<file path="src/inc/ser_pkg.sv">
// Package for the status event reporting block: register map, field
// layouts, preset values and carrier types.
// Assumes an APB master on MCLK_I with 32-bit data and word-aligned byte addresses.
`default_nettype none
package ser_pkg;
  localparam int          STAT_W       = 15;
  localparam int          ERR_W        = 16;
  localparam int          ERR_DEPTH    = 8;
  localparam int          ERR_AW       = 3;
  localparam logic [14:0] PTR_PRESET   = 15'h7fff;
  localparam logic [14:0] NTR_PRESET   = 15'h0000;
  localparam logic [14:0] ENAB_PRESET  = 15'h0000;
  localparam int          QUES_ADJ_BIT = 0;
  // Byte offsets
  localparam logic [7:0] OFS_OPER_COND = 8'h00;
  localparam logic [7:0] OFS_OPER_EVNT = 8'h04;
  localparam logic [7:0] OFS_OPER_ENAB = 8'h08;
  localparam logic [7:0] OFS_OPER_PTR  = 8'h0c;
  localparam logic [7:0] OFS_OPER_NTR  = 8'h10;
  localparam logic [7:0] OFS_QUES_COND = 8'h14;
  localparam logic [7:0] OFS_QUES_EVNT = 8'h18;
  localparam logic [7:0] OFS_QUES_ENAB = 8'h1c;
  localparam logic [7:0] OFS_QUES_PTR  = 8'h20;
  localparam logic [7:0] OFS_QUES_NTR  = 8'h24;
  localparam logic [7:0] OFS_PRESET    = 8'h28;
  localparam logic [7:0] OFS_QUEUE     = 8'h2c;
  localparam logic [7:0] OFS_IRQ_STAT  = 8'h30;
  localparam logic [7:0] OFS_IRQ_MASK  = 8'h34;
  localparam logic [7:0] OFS_ERR_PUSH  = 8'h38;
  localparam logic [7:0] OFS_ERR_CNT   = 8'h3c;
  // Interrupt status bits
  localparam int IRQ_OPER_SUM = 0;
  localparam int IRQ_QUES_SUM = 1;
  localparam int IRQ_ERR_NEW  = 2;
  localparam int IRQ_ERR_OVF  = 3;
  localparam int IRQ_W        = 4;
  localparam logic [3:0] IRQ_MASK_RST = 4'h0;

  typedef struct packed {
    logic [14:0] ptr;
    logic [14:0] ntr;
    logic [14:0] enab;
  } ser_mask_t;

  typedef struct packed {
    logic        psel;
    logic        penable;
    logic        pwrite;
    logic [7:0]  paddr;
    logic [31:0] pwdata;
  } ser_apb_req_t;
endpackage : ser_pkg
`default_nettype wire

</file>
<file path="src/core/ser_errq.sv">
// Error queue: signed codes, oldest first, zero when empty.
// Assumes push and pop come from logic on the same clock.
`default_nettype none
module ser_errq (
  input  wire logic                       clk_i,
  input  wire logic                       rst_i,
  input  wire logic                       push_i,
  input  wire logic signed [15:0]         code_i,
  input  wire logic                       pop_i,
  output logic signed [15:0]              head_o,
  output logic [3:0]                      count_o,
  output logic                            ovf_o
);
  import ser_pkg::*;
  logic signed [15:0] mem [ERR_DEPTH];
  logic [2:0]         rd_reg;
  logic [2:0]         wr_reg;
  logic [3:0]         cnt_reg;
  logic               do_push;
  logic               do_pop;

  assign do_pop  = pop_i && (cnt_reg != 4'h0);
  // Full queue drops newest entry, oldest errors are kept
  assign do_push = push_i && ((cnt_reg != 4'h8) || do_pop);
  assign ovf_o   = push_i && !do_push;
  assign head_o  = (cnt_reg == 4'h0) ? 16'sh0000 : mem[rd_reg];
  assign count_o = cnt_reg;

  always_ff @(posedge clk_i) begin
    if (do_push) begin
      mem[wr_reg] <= code_i;
    end
  end

  always_ff @(posedge clk_i or posedge rst_i) begin
    if (rst_i) begin
      rd_reg  <= 3'h0;
      wr_reg  <= 3'h0;
      cnt_reg <= 4'h0;
    end else begin
      if (do_push) wr_reg <= wr_reg + 3'h1;
      if (do_pop) rd_reg <= rd_reg + 3'h1;
      cnt_reg <= cnt_reg + {3'h0, do_push} - {3'h0, do_pop};
    end
  end
endmodule : ser_errq
`default_nettype wire

</file>
<file path="src/core/ser_status.sv">
// Status event reporting: operation and questionable groups, error
// queue, APB slave and one level interrupt.
// Assumes condition inputs come from other clock domains or pins.
//
// Register access over APB and the register addresses were chosen for this implementation.
`default_nettype none
module ser_status (
  input  wire logic                MCLK_I,
  input  wire logic                RST_I,
  input  wire logic                PSEL_I,
  input  wire logic                PENABLE_I,
  input  wire logic                PWRITE_I,
  input  wire logic [7:0]          PADDR_I,
  input  wire logic [31:0]         PWDATA_I,
  output logic [31:0]              PRDATA_O,
  output logic                     PREADY_O,
  output logic                     PSLVERR_O,
  input  wire logic [14:0]         OPER_COND_I,
  input  wire logic [14:0]         QUES_COND_I,
  input  wire logic                ERR_PUSH_I,
  input  wire logic signed [15:0]  ERR_CODE_I,
  input  wire logic                INST_RESET_I,
  output logic                     OPER_SUM_O,
  output logic                     QUES_SUM_O,
  output logic                     IRQ_O
);
  import ser_pkg::*;

  // Synchronised condition inputs, two stages each
  logic [14:0] oper_s1_reg;
  logic [14:0] oper_s2_reg;
  logic [14:0] ques_s1_reg;
  logic [14:0] ques_s2_reg;
  logic [14:0] oper_prev_reg;
  logic [14:0] ques_prev_reg;
  logic [14:0] oper_evnt_reg;
  logic [14:0] ques_evnt_reg;
  logic [14:0] oper_evnt_next;
  logic [14:0] ques_evnt_next;
  ser_mask_t   oper_mask_reg;
  ser_mask_t   ques_mask_reg;
  logic [3:0]  irq_stat_reg;
  logic [3:0]  irq_mask_reg;
  logic [3:0]  irq_set;
  logic        oper_sum_prev_reg;
  logic        ques_sum_prev_reg;
  logic        err_push_s1_reg;
  logic        err_push_s2_reg;
  logic        err_push_d_reg;
  logic        err_push_pulse;
  logic [14:0] oper_hit;
  logic [14:0] ques_hit;
  logic        wr_en;
  logic        rd_en;
  logic        addr_ok;
  logic        q_pop;
  logic signed [15:0] q_head;
  logic [3:0]  q_count;
  logic        q_ovf;
  ser_apb_req_t req;

  assign req = '{psel: PSEL_I, penable: PENABLE_I, pwrite: PWRITE_I,
                 paddr: PADDR_I, pwdata: PWDATA_I};
  // Slave answers in the first access cycle, so every access is two cycles
  assign wr_en = req.psel && req.penable && req.pwrite && PREADY_O;
  assign rd_en = req.psel && req.penable && !req.pwrite && PREADY_O;

  always_comb begin
    case (req.paddr)
      OFS_OPER_COND, OFS_OPER_EVNT, OFS_OPER_ENAB, OFS_OPER_PTR,
      OFS_OPER_NTR, OFS_QUES_COND, OFS_QUES_EVNT, OFS_QUES_ENAB,
      OFS_QUES_PTR, OFS_QUES_NTR, OFS_PRESET, OFS_QUEUE,
      OFS_IRQ_STAT, OFS_IRQ_MASK, OFS_ERR_PUSH, OFS_ERR_CNT:
        addr_ok = 1'b1;
      default:
        addr_ok = 1'b0;
    endcase
  end

  assign q_pop = rd_en && addr_ok && (req.paddr == OFS_QUEUE);

  // Condition synchronisers; INST_RESET_I touches none of the status parts
  always_ff @(posedge MCLK_I or posedge RST_I) begin
    if (RST_I) begin
      oper_s1_reg   <= 15'h0000;
      oper_s2_reg   <= 15'h0000;
      ques_s1_reg   <= 15'h0000;
      ques_s2_reg   <= 15'h0000;
      oper_prev_reg <= 15'h0000;
      ques_prev_reg <= 15'h0000;
    end else begin
      oper_s1_reg   <= OPER_COND_I;
      oper_s2_reg   <= oper_s1_reg;
      ques_s1_reg   <= QUES_COND_I;
      ques_s2_reg   <= ques_s1_reg;
      oper_prev_reg <= oper_s2_reg;
      ques_prev_reg <= ques_s2_reg;
    end
  end

  // Per-bit transition filters
  genvar gi;
  generate
    for (gi = 0; gi < STAT_W; gi++) begin : g_filt
      assign oper_hit[gi] =
        (oper_mask_reg.ptr[gi] && oper_s2_reg[gi] && !oper_prev_reg[gi]) ||
        (oper_mask_reg.ntr[gi] && !oper_s2_reg[gi] && oper_prev_reg[gi]);
      assign ques_hit[gi] =
        (ques_mask_reg.ptr[gi] && ques_s2_reg[gi] && !ques_prev_reg[gi]) ||
        (ques_mask_reg.ntr[gi] && !ques_s2_reg[gi] && ques_prev_reg[gi]);
    end
  endgenerate
  // Above: rising filter falling filter

  // Clear on read, but a new hit in the same cycle survives
  always_comb begin
    oper_evnt_next = oper_evnt_reg;
    ques_evnt_next = ques_evnt_reg;
    if (rd_en && req.paddr == OFS_OPER_EVNT) begin
      oper_evnt_next = 15'h0000;
    end
    if (rd_en && req.paddr == OFS_QUES_EVNT) begin
      ques_evnt_next = 15'h0000;
    end
    oper_evnt_next = oper_evnt_next | oper_hit;
    ques_evnt_next = ques_evnt_next | ques_hit;
  end

  always_ff @(posedge MCLK_I or posedge RST_I) begin
    if (RST_I) begin
      oper_evnt_reg <= 15'h0000;
      ques_evnt_reg <= 15'h0000;
    end else begin
      oper_evnt_reg <= oper_evnt_next;
      ques_evnt_reg <= ques_evnt_next;
    end
  end

  // Masks: written by software, preset loads defaults
  always_ff @(posedge MCLK_I or posedge RST_I) begin
    if (RST_I) begin
      oper_mask_reg <= '{ptr: PTR_PRESET, ntr: NTR_PRESET,
                         enab: ENAB_PRESET};
      ques_mask_reg <= '{ptr: PTR_PRESET, ntr: NTR_PRESET,
                         enab: ENAB_PRESET};
    end else if (wr_en) begin
      case (req.paddr)
        OFS_OPER_ENAB: oper_mask_reg.enab <= req.pwdata[14:0];
        OFS_OPER_PTR:  oper_mask_reg.ptr  <= req.pwdata[14:0];
        OFS_OPER_NTR:  oper_mask_reg.ntr  <= req.pwdata[14:0];
        OFS_QUES_ENAB: ques_mask_reg.enab <= req.pwdata[14:0];
        OFS_QUES_PTR:  ques_mask_reg.ptr  <= req.pwdata[14:0];
        OFS_QUES_NTR:  ques_mask_reg.ntr  <= req.pwdata[14:0];
        OFS_PRESET: begin
          oper_mask_reg.ptr  <= PTR_PRESET;
          ques_mask_reg.ptr  <= PTR_PRESET;
          oper_mask_reg.ntr  <= NTR_PRESET;
          ques_mask_reg.ntr  <= NTR_PRESET;
          oper_mask_reg.enab <= ENAB_PRESET;
          ques_mask_reg.enab <= ENAB_PRESET;
        end
        default: ;
      endcase
    end
  end

  // Summary outputs, recomputed every cycle
  always_ff @(posedge MCLK_I or posedge RST_I) begin
    if (RST_I) begin
      OPER_SUM_O        <= 1'b0;
      QUES_SUM_O        <= 1'b0;
      oper_sum_prev_reg <= 1'b0;
      ques_sum_prev_reg <= 1'b0;
    end else begin
      OPER_SUM_O        <= |(oper_evnt_reg & oper_mask_reg.enab);
      QUES_SUM_O        <= |(ques_evnt_reg & ques_mask_reg.enab);
      oper_sum_prev_reg <= OPER_SUM_O;
      ques_sum_prev_reg <= QUES_SUM_O;
    end
  end

  // Error push input is a pin: synchronise, then edge detect
  always_ff @(posedge MCLK_I or posedge RST_I) begin
    if (RST_I) begin
      err_push_s1_reg <= 1'b0;
      err_push_s2_reg <= 1'b0;
      err_push_d_reg  <= 1'b0;
    end else begin
      err_push_s1_reg <= ERR_PUSH_I;
      err_push_s2_reg <= err_push_s1_reg;
      err_push_d_reg  <= err_push_s2_reg;
    end
  end
  assign err_push_pulse = err_push_s2_reg && !err_push_d_reg;

  // Code must be steady while the push level is high
  ser_errq u_errq (
    .clk_i   (MCLK_I),
    .rst_i   (RST_I),
    .push_i  (err_push_pulse),
    .code_i  (ERR_CODE_I),
    .pop_i   (q_pop),
    .head_o  (q_head),
    .count_o (q_count),
    .ovf_o   (q_ovf)
  );

  // Interrupts: summary rising edges, new error, queue overflow
  assign irq_set[IRQ_OPER_SUM] = OPER_SUM_O && !oper_sum_prev_reg;
  assign irq_set[IRQ_QUES_SUM] = QUES_SUM_O && !ques_sum_prev_reg;
  assign irq_set[IRQ_ERR_NEW]  = err_push_pulse;
  assign irq_set[IRQ_ERR_OVF]  = q_ovf;

  always_ff @(posedge MCLK_I or posedge RST_I) begin
    if (RST_I) begin
      irq_stat_reg <= 4'h0;
      irq_mask_reg <= IRQ_MASK_RST;
      IRQ_O        <= 1'b0;
    end else begin
      if (wr_en && req.paddr == OFS_IRQ_STAT) begin
        irq_stat_reg <= (irq_stat_reg & ~req.pwdata[3:0]) | irq_set;
      end else begin
        irq_stat_reg <= irq_stat_reg | irq_set;
      end
      if (wr_en && req.paddr == OFS_IRQ_MASK) begin
        irq_mask_reg <= req.pwdata[3:0];
      end
      IRQ_O <= |(irq_stat_reg & irq_mask_reg);
    end
  end

  // APB answer: ready one cycle after setup, data registered then
  always_ff @(posedge MCLK_I or posedge RST_I) begin
    if (RST_I) begin
      PREADY_O  <= 1'b0;
      PSLVERR_O <= 1'b0;
      PRDATA_O  <= 32'h0000_0000;
    end else begin
      PREADY_O  <= req.psel && !req.penable;
      PSLVERR_O <= req.psel && !req.penable && !addr_ok;
      PRDATA_O  <= 32'h0000_0000;
      if (req.psel && !req.penable && !req.pwrite) begin
        case (req.paddr)
          OFS_OPER_COND: PRDATA_O <= {17'h0, oper_s2_reg};
          OFS_QUES_COND: PRDATA_O <= {17'h0, ques_s2_reg};
          OFS_OPER_EVNT: PRDATA_O <= {17'h0, oper_evnt_next};
          OFS_QUES_EVNT: PRDATA_O <= {17'h0, ques_evnt_next};
          OFS_OPER_ENAB: PRDATA_O <= {17'h0, oper_mask_reg.enab};
          OFS_OPER_PTR:  PRDATA_O <= {17'h0, oper_mask_reg.ptr};
          OFS_OPER_NTR:  PRDATA_O <= {17'h0, oper_mask_reg.ntr};
          OFS_QUES_ENAB: PRDATA_O <= {17'h0, ques_mask_reg.enab};
          OFS_QUES_PTR:  PRDATA_O <= {17'h0, ques_mask_reg.ptr};
          OFS_QUES_NTR:  PRDATA_O <= {17'h0, ques_mask_reg.ntr};
          OFS_QUEUE:     PRDATA_O <= {{16{q_head[15]}}, q_head};
          OFS_IRQ_STAT:  PRDATA_O <= {28'h0, irq_stat_reg};
          OFS_IRQ_MASK:  PRDATA_O <= {28'h0, irq_mask_reg};
          OFS_ERR_CNT:   PRDATA_O <= {28'h0, q_count};
          default:       PRDATA_O <= 32'h0000_0000;
        endcase
      end
    end
  end
endmodule : ser_status
`default_nettype wire

</file>
<file path="config.mk">
export PLATFORM = sky130hd
export DESIGN_NAME = ser_status
export DESIGN_NICKNAME = d
export VERILOG_FILES = /design/src/inc/ser_pkg.sv /design/src/core/ser_errq.sv /design/src/core/ser_status.sv
export SDC_FILE = /design/constraint.sdc
export NUM_CORES = 1
export LEC_CHECK = 0
export ABC_AREA = 1
export BUFFER_PORTS_ARGS = -buffer_cell sky130_fd_sc_hd__buf_2
export CORE_ASPECT_RATIO = 0.7
export CORE_MARGIN = 1.5
export CORE_UTILIZATION = 45
export DETAILED_ROUTE_END_ITERATION = 10
export HOLD_SLACK_MARGIN = 0.08
export PLACE_DENSITY = 0.64
export SLEW_MARGIN = 40
export SYNTH_ARGS = -nofsm -noshare
export SYNTH_HDL_FRONTEND = slang
export SYNTH_SLANG_ARGS = --single-unit
</file>
<file path="constraint.sdc">
create_clock -name MCLK_I -period 9.3 [get_ports MCLK_I]
set_input_delay 1.395 -clock MCLK_I [delete_from_list [all_inputs] [get_ports MCLK_I]]
set_output_delay 1.395 -clock MCLK_I [all_outputs]
set_load 0.01 [all_outputs]
</file>
==> run metrics, run 1 <==
status finished clean; top-count cell post-synth nand2_1; GR Overflow Total 0; Vias 11.8k; Final Instance Count excl. Fillers 2250; # IOs 130; Crit Path Category input port to flip-flop; DRC Markers 0; RSZ-0062 raised after global routing no; leakage power 8.12 nW; Post-synth EDFFs 128; Avg Cell Area, Syn 9.62 µm²; WL/cell 18.8 µm; core box area 0.0348 mm²; P&R area growth vs syn 13.6%; Worst-Margin Slew about 880 ps; post-route setup TNS 0 ps; Min-Delay Path Class flip-flop to flip-flop; layout net count 1849; max cap viols 0; crit path max fanout 21; cell row count between 50 and 60; Mapped Cells 1656; final WL 42300 µm; cell area after layout 0.0181 mm²; Final ANT Viol Nets 0; Hold Buf Count CTS 0; Seq/Total Area, Yosys 0.642; post-DP HPWL 26800 µm; Horiz. Die Dim between 200 and 250 µm; Clk pin slew, worst setup/hold paths 60 ps; final worst path period share 0.384; pin count of the biggest net entering global routing approximately 130; Pwr Total between 3 and 4 mW; Root Driver clkbuf_16; power per cell area 199 mW/mm²; number of global-route vias before repair 11.3k; CP startpoint kind input port; clk buf depth 3; fin. max-slew vios 0; DRT Pass-1 Iters 5; die area about 0.037 mm²; Post-Syn Area 0.0159 mm²; initial drt markers 1149; placed cell areas 0.0169 mm²; Initial Utilization 0.458; max reg flops 128; initial antenna violation count 2; Total Routing Usage GR 0.234; post-synth cell types 34; CTS Sinks 382; layout cell share with drive strength beyond 1 0.155; Area contributors post-synth dfrtp_1 35%, edfxtp_1 24%, nand2_1 11%, nor2_1 5.3%, dfstp_2 4.9%; Yosys warnings 0; Post-Syn Nets approximately 1.8k; #FFs+latches synth 382; gpl congestion 0.887; H-tree lvl count 2; Post-CTS Setup Inserts 0; CTS tree done; Worst-Skew Late Latency 540 ps; Placed Cells 2179; TritonCTS buffer count 37; Final Hold Fails 0; Worst Skew between 10 and 15 ps; CP Data Arrival Time slightly below 4000 ps; chip height 160 µm; via/cell ratio 5.22; worst hold path depth 0; Slew HR 0.411; Synth top area share 0.352; worst r2r path cells 13; Synth top cells by count 484 x nand2_1, 225 x nor2_1, 224 x dfrtp_1, 141 x nand3_1, 129 x o21ai_0; port buffer count 111; VDD IR max 0.138 mV; Filler cells approximately 3.2k; minimum clock period 3570 ps; Synth Flop Type dfrtp_1; biggest area consumer among synthesized cells dfrtp_1; Worst EP required 9710 ps; post-cts sizing count 0; CP endpoint kind flip-flop; Highest Clock Rate 0.280 GHz; first-pass GRT wire length 65600 µm; async set-reset flop share out of synthesis 0.665; final setup fails 0
## worst paths after layout
path	startpoint	end	slack, ps
max reg2reg	u_errq.count_o[2]	u_errq.count_o[2]	6470
max in group asynchronous	RST_I	oper_mask_reg[1]	7130
max	PADDR_I[7]	oper_mask_reg[20]	5730
min in group asynchronous	RST_I	PRDATA_O[8]	980
min	oper_s1_reg[13]	oper_s2_reg[13]	340
min reg2reg	oper_s1_reg[13]	oper_s2_reg[13]	340
## cells in the final DEF, fill, tap and decap left out, drive strengths merged, types with 21 or more instances in the layout
cell,Yosys,final
edfxtp,128,128
o21ai,176,176
buf,64,131
a21oi,21,21
dfstp,30,30
nor2,246,246
nand3,145,145
nand2,488,488
inv,74,75
clkbuf,15,52
dfrtp,224,224
## cell families (layout without fill, tap and decap cells)
family          Yosys count  in the layout  synth area share
fa+ha+maj                 9              9           0.00754
other cells               0              2                 0
xor+xnor                  5              5           0.00275
buf+inv                 155            275            0.0455
simple gates            898            898             0.236
compound gates          207            207            0.0661
flops                   382            382             0.642
## area by class of cell
cell class | instances | area, µm² | area share
diodes | 2 | 5.00 | 0.000277
clock buffers | 52 | 1080 | 0.0595
clock inverters | 16 | 135 | 0.00747
inverters | 76 | 300 | 0.0166
multi-input cells | 1119 | 5030 | 0.278
flip-flops and latches | 382 | 10200 | 0.566
well taps | 472 | 591 | 0.0326
repair buffers | 131 | 721 | 0.0398
## per-layer routing
layer | GRT usage | wire (µm) | up-vias
met5 | 0 | 0 | -
li1 | - | - | 5594
met1 | 0.348 | 19400 | 5636
met3 | 0.0424 | 3170 | 76
met4 | 0.0849 | 1300 | 0
met2 | 0.346 | 18400 | 445
## through the flow
stage / worst slack, ps / utilization / hold WS [ps]
CTS: 5710 / 0.519 / 342
finish: 5730 / 0.520 / 343
global route: 5540 / 0.520 / 346
floorplan: 970 / - / 331
global placement: 5190 / 0.483 / 333
detailed placement: 5150 / 0.484 / 335
## where the power goes
| group | internal, mW | switching, mW | leakage (nW) |
|---|---|---|---|
| sequential | 1.83 | 0.0415 | 4.18 |
| clock | 0.867 | 0.642 | 0.603 |
| combinational | 0.0722 | 0.158 | 3.34 |
## critical path, stage by stage
cell	delay (ps)
buf_2	130
nor2_2	200
nand3_2	200
nor2_4	670
inv_2	470
nand2_1	150
nand2_1	260
buf_4	330
nand2_1	80
o21ai_1	70
Note: power is estimated with default switching activity, not from simulation.
==> run 2, diff against run 1 <==
--- a/config.mk
+++ b/config.mk
@@ -5,7 +5,7 @@
 export SDC_FILE = /design/constraint.sdc
 export NUM_CORES = 1
 export LEC_CHECK = 0
-export ABC_AREA = 1
+export ABC_AREA = 0
 export BUFFER_PORTS_ARGS = -buffer_cell sky130_fd_sc_hd__buf_2
 export CORE_ASPECT_RATIO = 0.7
 export CORE_MARGIN = 1.5
==> constraint.sdc (replaced) <==
create_clock -name MCLK_I -period 3.6 [get_ports MCLK_I]
set_input_delay 0.54 -clock MCLK_I [delete_from_list [all_inputs] [get_ports MCLK_I]]
set_output_delay 0.54 -clock MCLK_I [all_outputs]
set_load 0.01 [all_outputs]
==> run 2 against run 1 <==
Area after synthesis shrank 1.9%. Utilization grew 1.7 points. Clock power grew 140%. Cell count shrank 18%. Total power grew to 2.6 times the previous value. Hold slack lost 230 ps. Via count shrank 9.8%. Sequential cell count is the same. Critical path depth is the same. Largest cell class unchanged.
==> run metrics, run 2 <==
post-cts sizing count 0; crit-path cells buf_2, or4bb_1, a211o_4, o311ai_4, nand2_4, inv_1, ha_1, inv_1, fa_1, xnor2_1; TritonCTS buffer count 37; die area 0.0359 mm²; Root Driver clkbuf_16; number of global-route vias before repair about 10k; compound-cell area share of the yosys netlist 0.119; most common cell after layout, fill and taps aside dfrtp_1; Final WS setup 734 ps; Sw Ratio 0.241; DRC Markers 0; combinational cell fraction of total power 0.079; Critical Path Slowest Stage Cell or4bb_1; Synth Area in Simple Gates 0.101; mux share of post-synthesis cell area 0.0855; most frequent cells in the layout 223 x dfrtp_1, 185 x nand2_1, 128 x edfxtp_1; Pint 7.11 mW; Slew HR 0.425; Min-Delay Path Class input port to flip-flop; placed cell areas 0.0171 mm²; CTS Sinks 382; WP buf/inv 3; sequential power share 0.529; Crit Path Category input port to flip-flop; final setup fails 0; final worst path period share 0.796; WHS Endpoint ques_s1_reg[6]; max reg flops 128; WL/cell 23.2 µm; Post-CTS Setup Inserts 0; GR Overflow Total 0; first-pass GRT wire length around 64000 µm; cell row count 56; Core Util, Final 0.537; biggest area consumer among synthesized cells dfrtp_1; RSZ-0062 raised after global routing no; crit path max fanout 13; Post-Syn Nets approximately 1.3k; core box area 0.0338 mm²; RR Startpoint u_errq.count_o[3]; async set-reset flop share out of synthesis 0.665; CP max stage delay 610 ps; Synth top cells by count 224 x dfrtp_1, 185 x nand2_1, 128 x edfxtp_1, 91 x o21ai_0, 57 x nor2_1; cell mode on critical path inv_1; H-tree lvl count 2; final WL 42700 µm; Final Hold Fails 0; Worst Skew 26.0 ps; Pwr Total 9.37 mW; Worst-Margin Slew 860 ps; Hold Buf Count CTS 1; Final ANT Viol Nets 0; clk buf depth 3; post-route setup TNS 0 ps; hold slack 109 ps; Seq/Total Area, Yosys 0.655; DRT Pass-1 Iters 8; Yosys warnings 0; delay-heaviest family, CP compound AO/OA/AOI/OAI gates; Final Instance Count excl. Fillers roughly 1.8k; Synth top area share 0.359; post-place setup slack 228 ps; Mapped Cells 1207; Avg Cell Area, Syn ~13 µm²; Vias around 11k; CP startpoint kind input port; Filler cells 2854; initial drt markers 1276; layout cell share with drive strength beyond 1 0.240; minimum clock period 2870 ps; Post-Syn Area 0.0156 mm²; CP Data Arrival Time 3260 ps; layout net count approximately 1.4k; port buffer count 111; worst r2r path cells 10; RR Endpoint u_errq.count_o[2]; leakage power roughly 7.4 nW; post-synth cell types 70; top-count cell post-synth dfrtp_1; area share of fa/ha/maj cells after synthesis 0.00769; Clk pin slew, worst setup/hold paths approximately 70 ps; CP endpoint kind flip-flop; via/cell ratio 5.77; post-DP HPWL 29700 µm; largest family of logic cells by synthesized area compound AO/OA/AOI/OAI gates; Horiz. Die Dim 226 µm; Highest Clock Rate 0.349 GHz; #FFs+latches synth 382; chip height roughly 160 µm; status finished clean; max cap viols 0; Synth Flop Type dfrtp_1; pin count of the biggest net entering global routing 54; clock power share 0.392; power per cell area just over 500 mW/mm²; hold_sp QUES_COND_I[6]; # IOs 130; VDD IR max 0.353 mV; Area contributors post-synth dfrtp_1 36%, edfxtp_1 25%, dfstp_2 5.0%, mux4_2 4.5%, nand2_1 4.4%; Initial Utilization 0.462; Worst-Skew Late Latency ~530 ps; CTS tree done; worst hold path depth 1; Post-synth EDFFs 128; fin. max-slew vios 0; reg2reg setup slack 880 ps; Worst EP required 4000 ps; P&R area growth vs syn 16.3%; Total Routing Usage GR 0.241; gpl congestion 0.940; initial antenna violation count 3; Sw Pwr approximately 2.3 mW; post-synthesis xor/xnor area fraction 0.00336; cell area after layout between 0.015 and 0.02 mm²; Placed Cells about 1.8k
run 2: cell type report:
type	count	area (µm²)	share of cell area
antenna	2	5.00	0.000275
sequential	382	10200	0.563
clock inverter	14	104	0.00571
clock buffer	51	1010	0.0555
tap	464	581	0.0319
multi-input combinational	732	5020	0.276
inverter	19	75.1	0.00413
timing repair buffer	174	1150	0.0632
run 2: worst reg2reg max path, cell delays in order, from the launching register on:
cell,delay (ps)
dfrtp_1,380
inv_1,60
ha_1,210
a211o_4,440
o311ai_4,460
nand2_4,170
inv_1,90
ha_1,160
inv_1,60
fa_1,410
xnor2_1,140
run 2: how the worst max path moves through the flow:
| stage | start | endpoint | cells after the start |
|---|---|---|---|
| 2_1_floorplan | RST_I | IRQ_O | 1 |
| 3_3_place_gp | PADDR_I[1] | u_errq.count_o[2] | 10 |
| 4_1_cts | PADDR_I[1] | u_errq.count_o[2] | 10 |
| 3_5_place_dp | PADDR_I[1] | u_errq.count_o[2] | 10 |
| 5_1_grt | PADDR_I[1] | u_errq.count_o[2] | 10 |
| 6_report | PADDR_I[1] | u_errq.count_o[2] | 10 |
run 2: power by group through the flow:
| stage | combinational (mW) | clock, mW | sequential [mW] |
|---|---|---|---|
| after floorplan | 0.464 | 0 | 4.97 |
| after global placement | 0.721 | 0 | 5.02 |
| after detailed placement | 0.743 | 0 | 5.03 |
| after CTS | 0.750 | 3.74 | 4.95 |
| after global routing | 0.823 | 3.93 | 4.98 |
| final | 0.743 | 3.67 | 4.96 |
run 2: per-layer routing:
metal | global-route usage | up-vias | part of all wire
li1 | - | 4734 | -
met1 | 0.384 | 5282 | 0.47
met2 | 0.327 | 512 | 0.42
met3 | 0.0516 | 71 | 0.090
met4 | 0.0711 | 2 | 0.023
met5 | 0 | - | 0.00021
run 2: cells by family (layout without fill, tap and decap cells):
logic type / Yosys count / in the layout
flops: 382 / 382
compound gates: 283 / 283
mux: 92 / 92
other cells: 0 / 2
xor+xnor: 6 / 6
fa+ha+maj: 9 / 9
simple gates: 342 / 342
buf+inv: 93 / 258
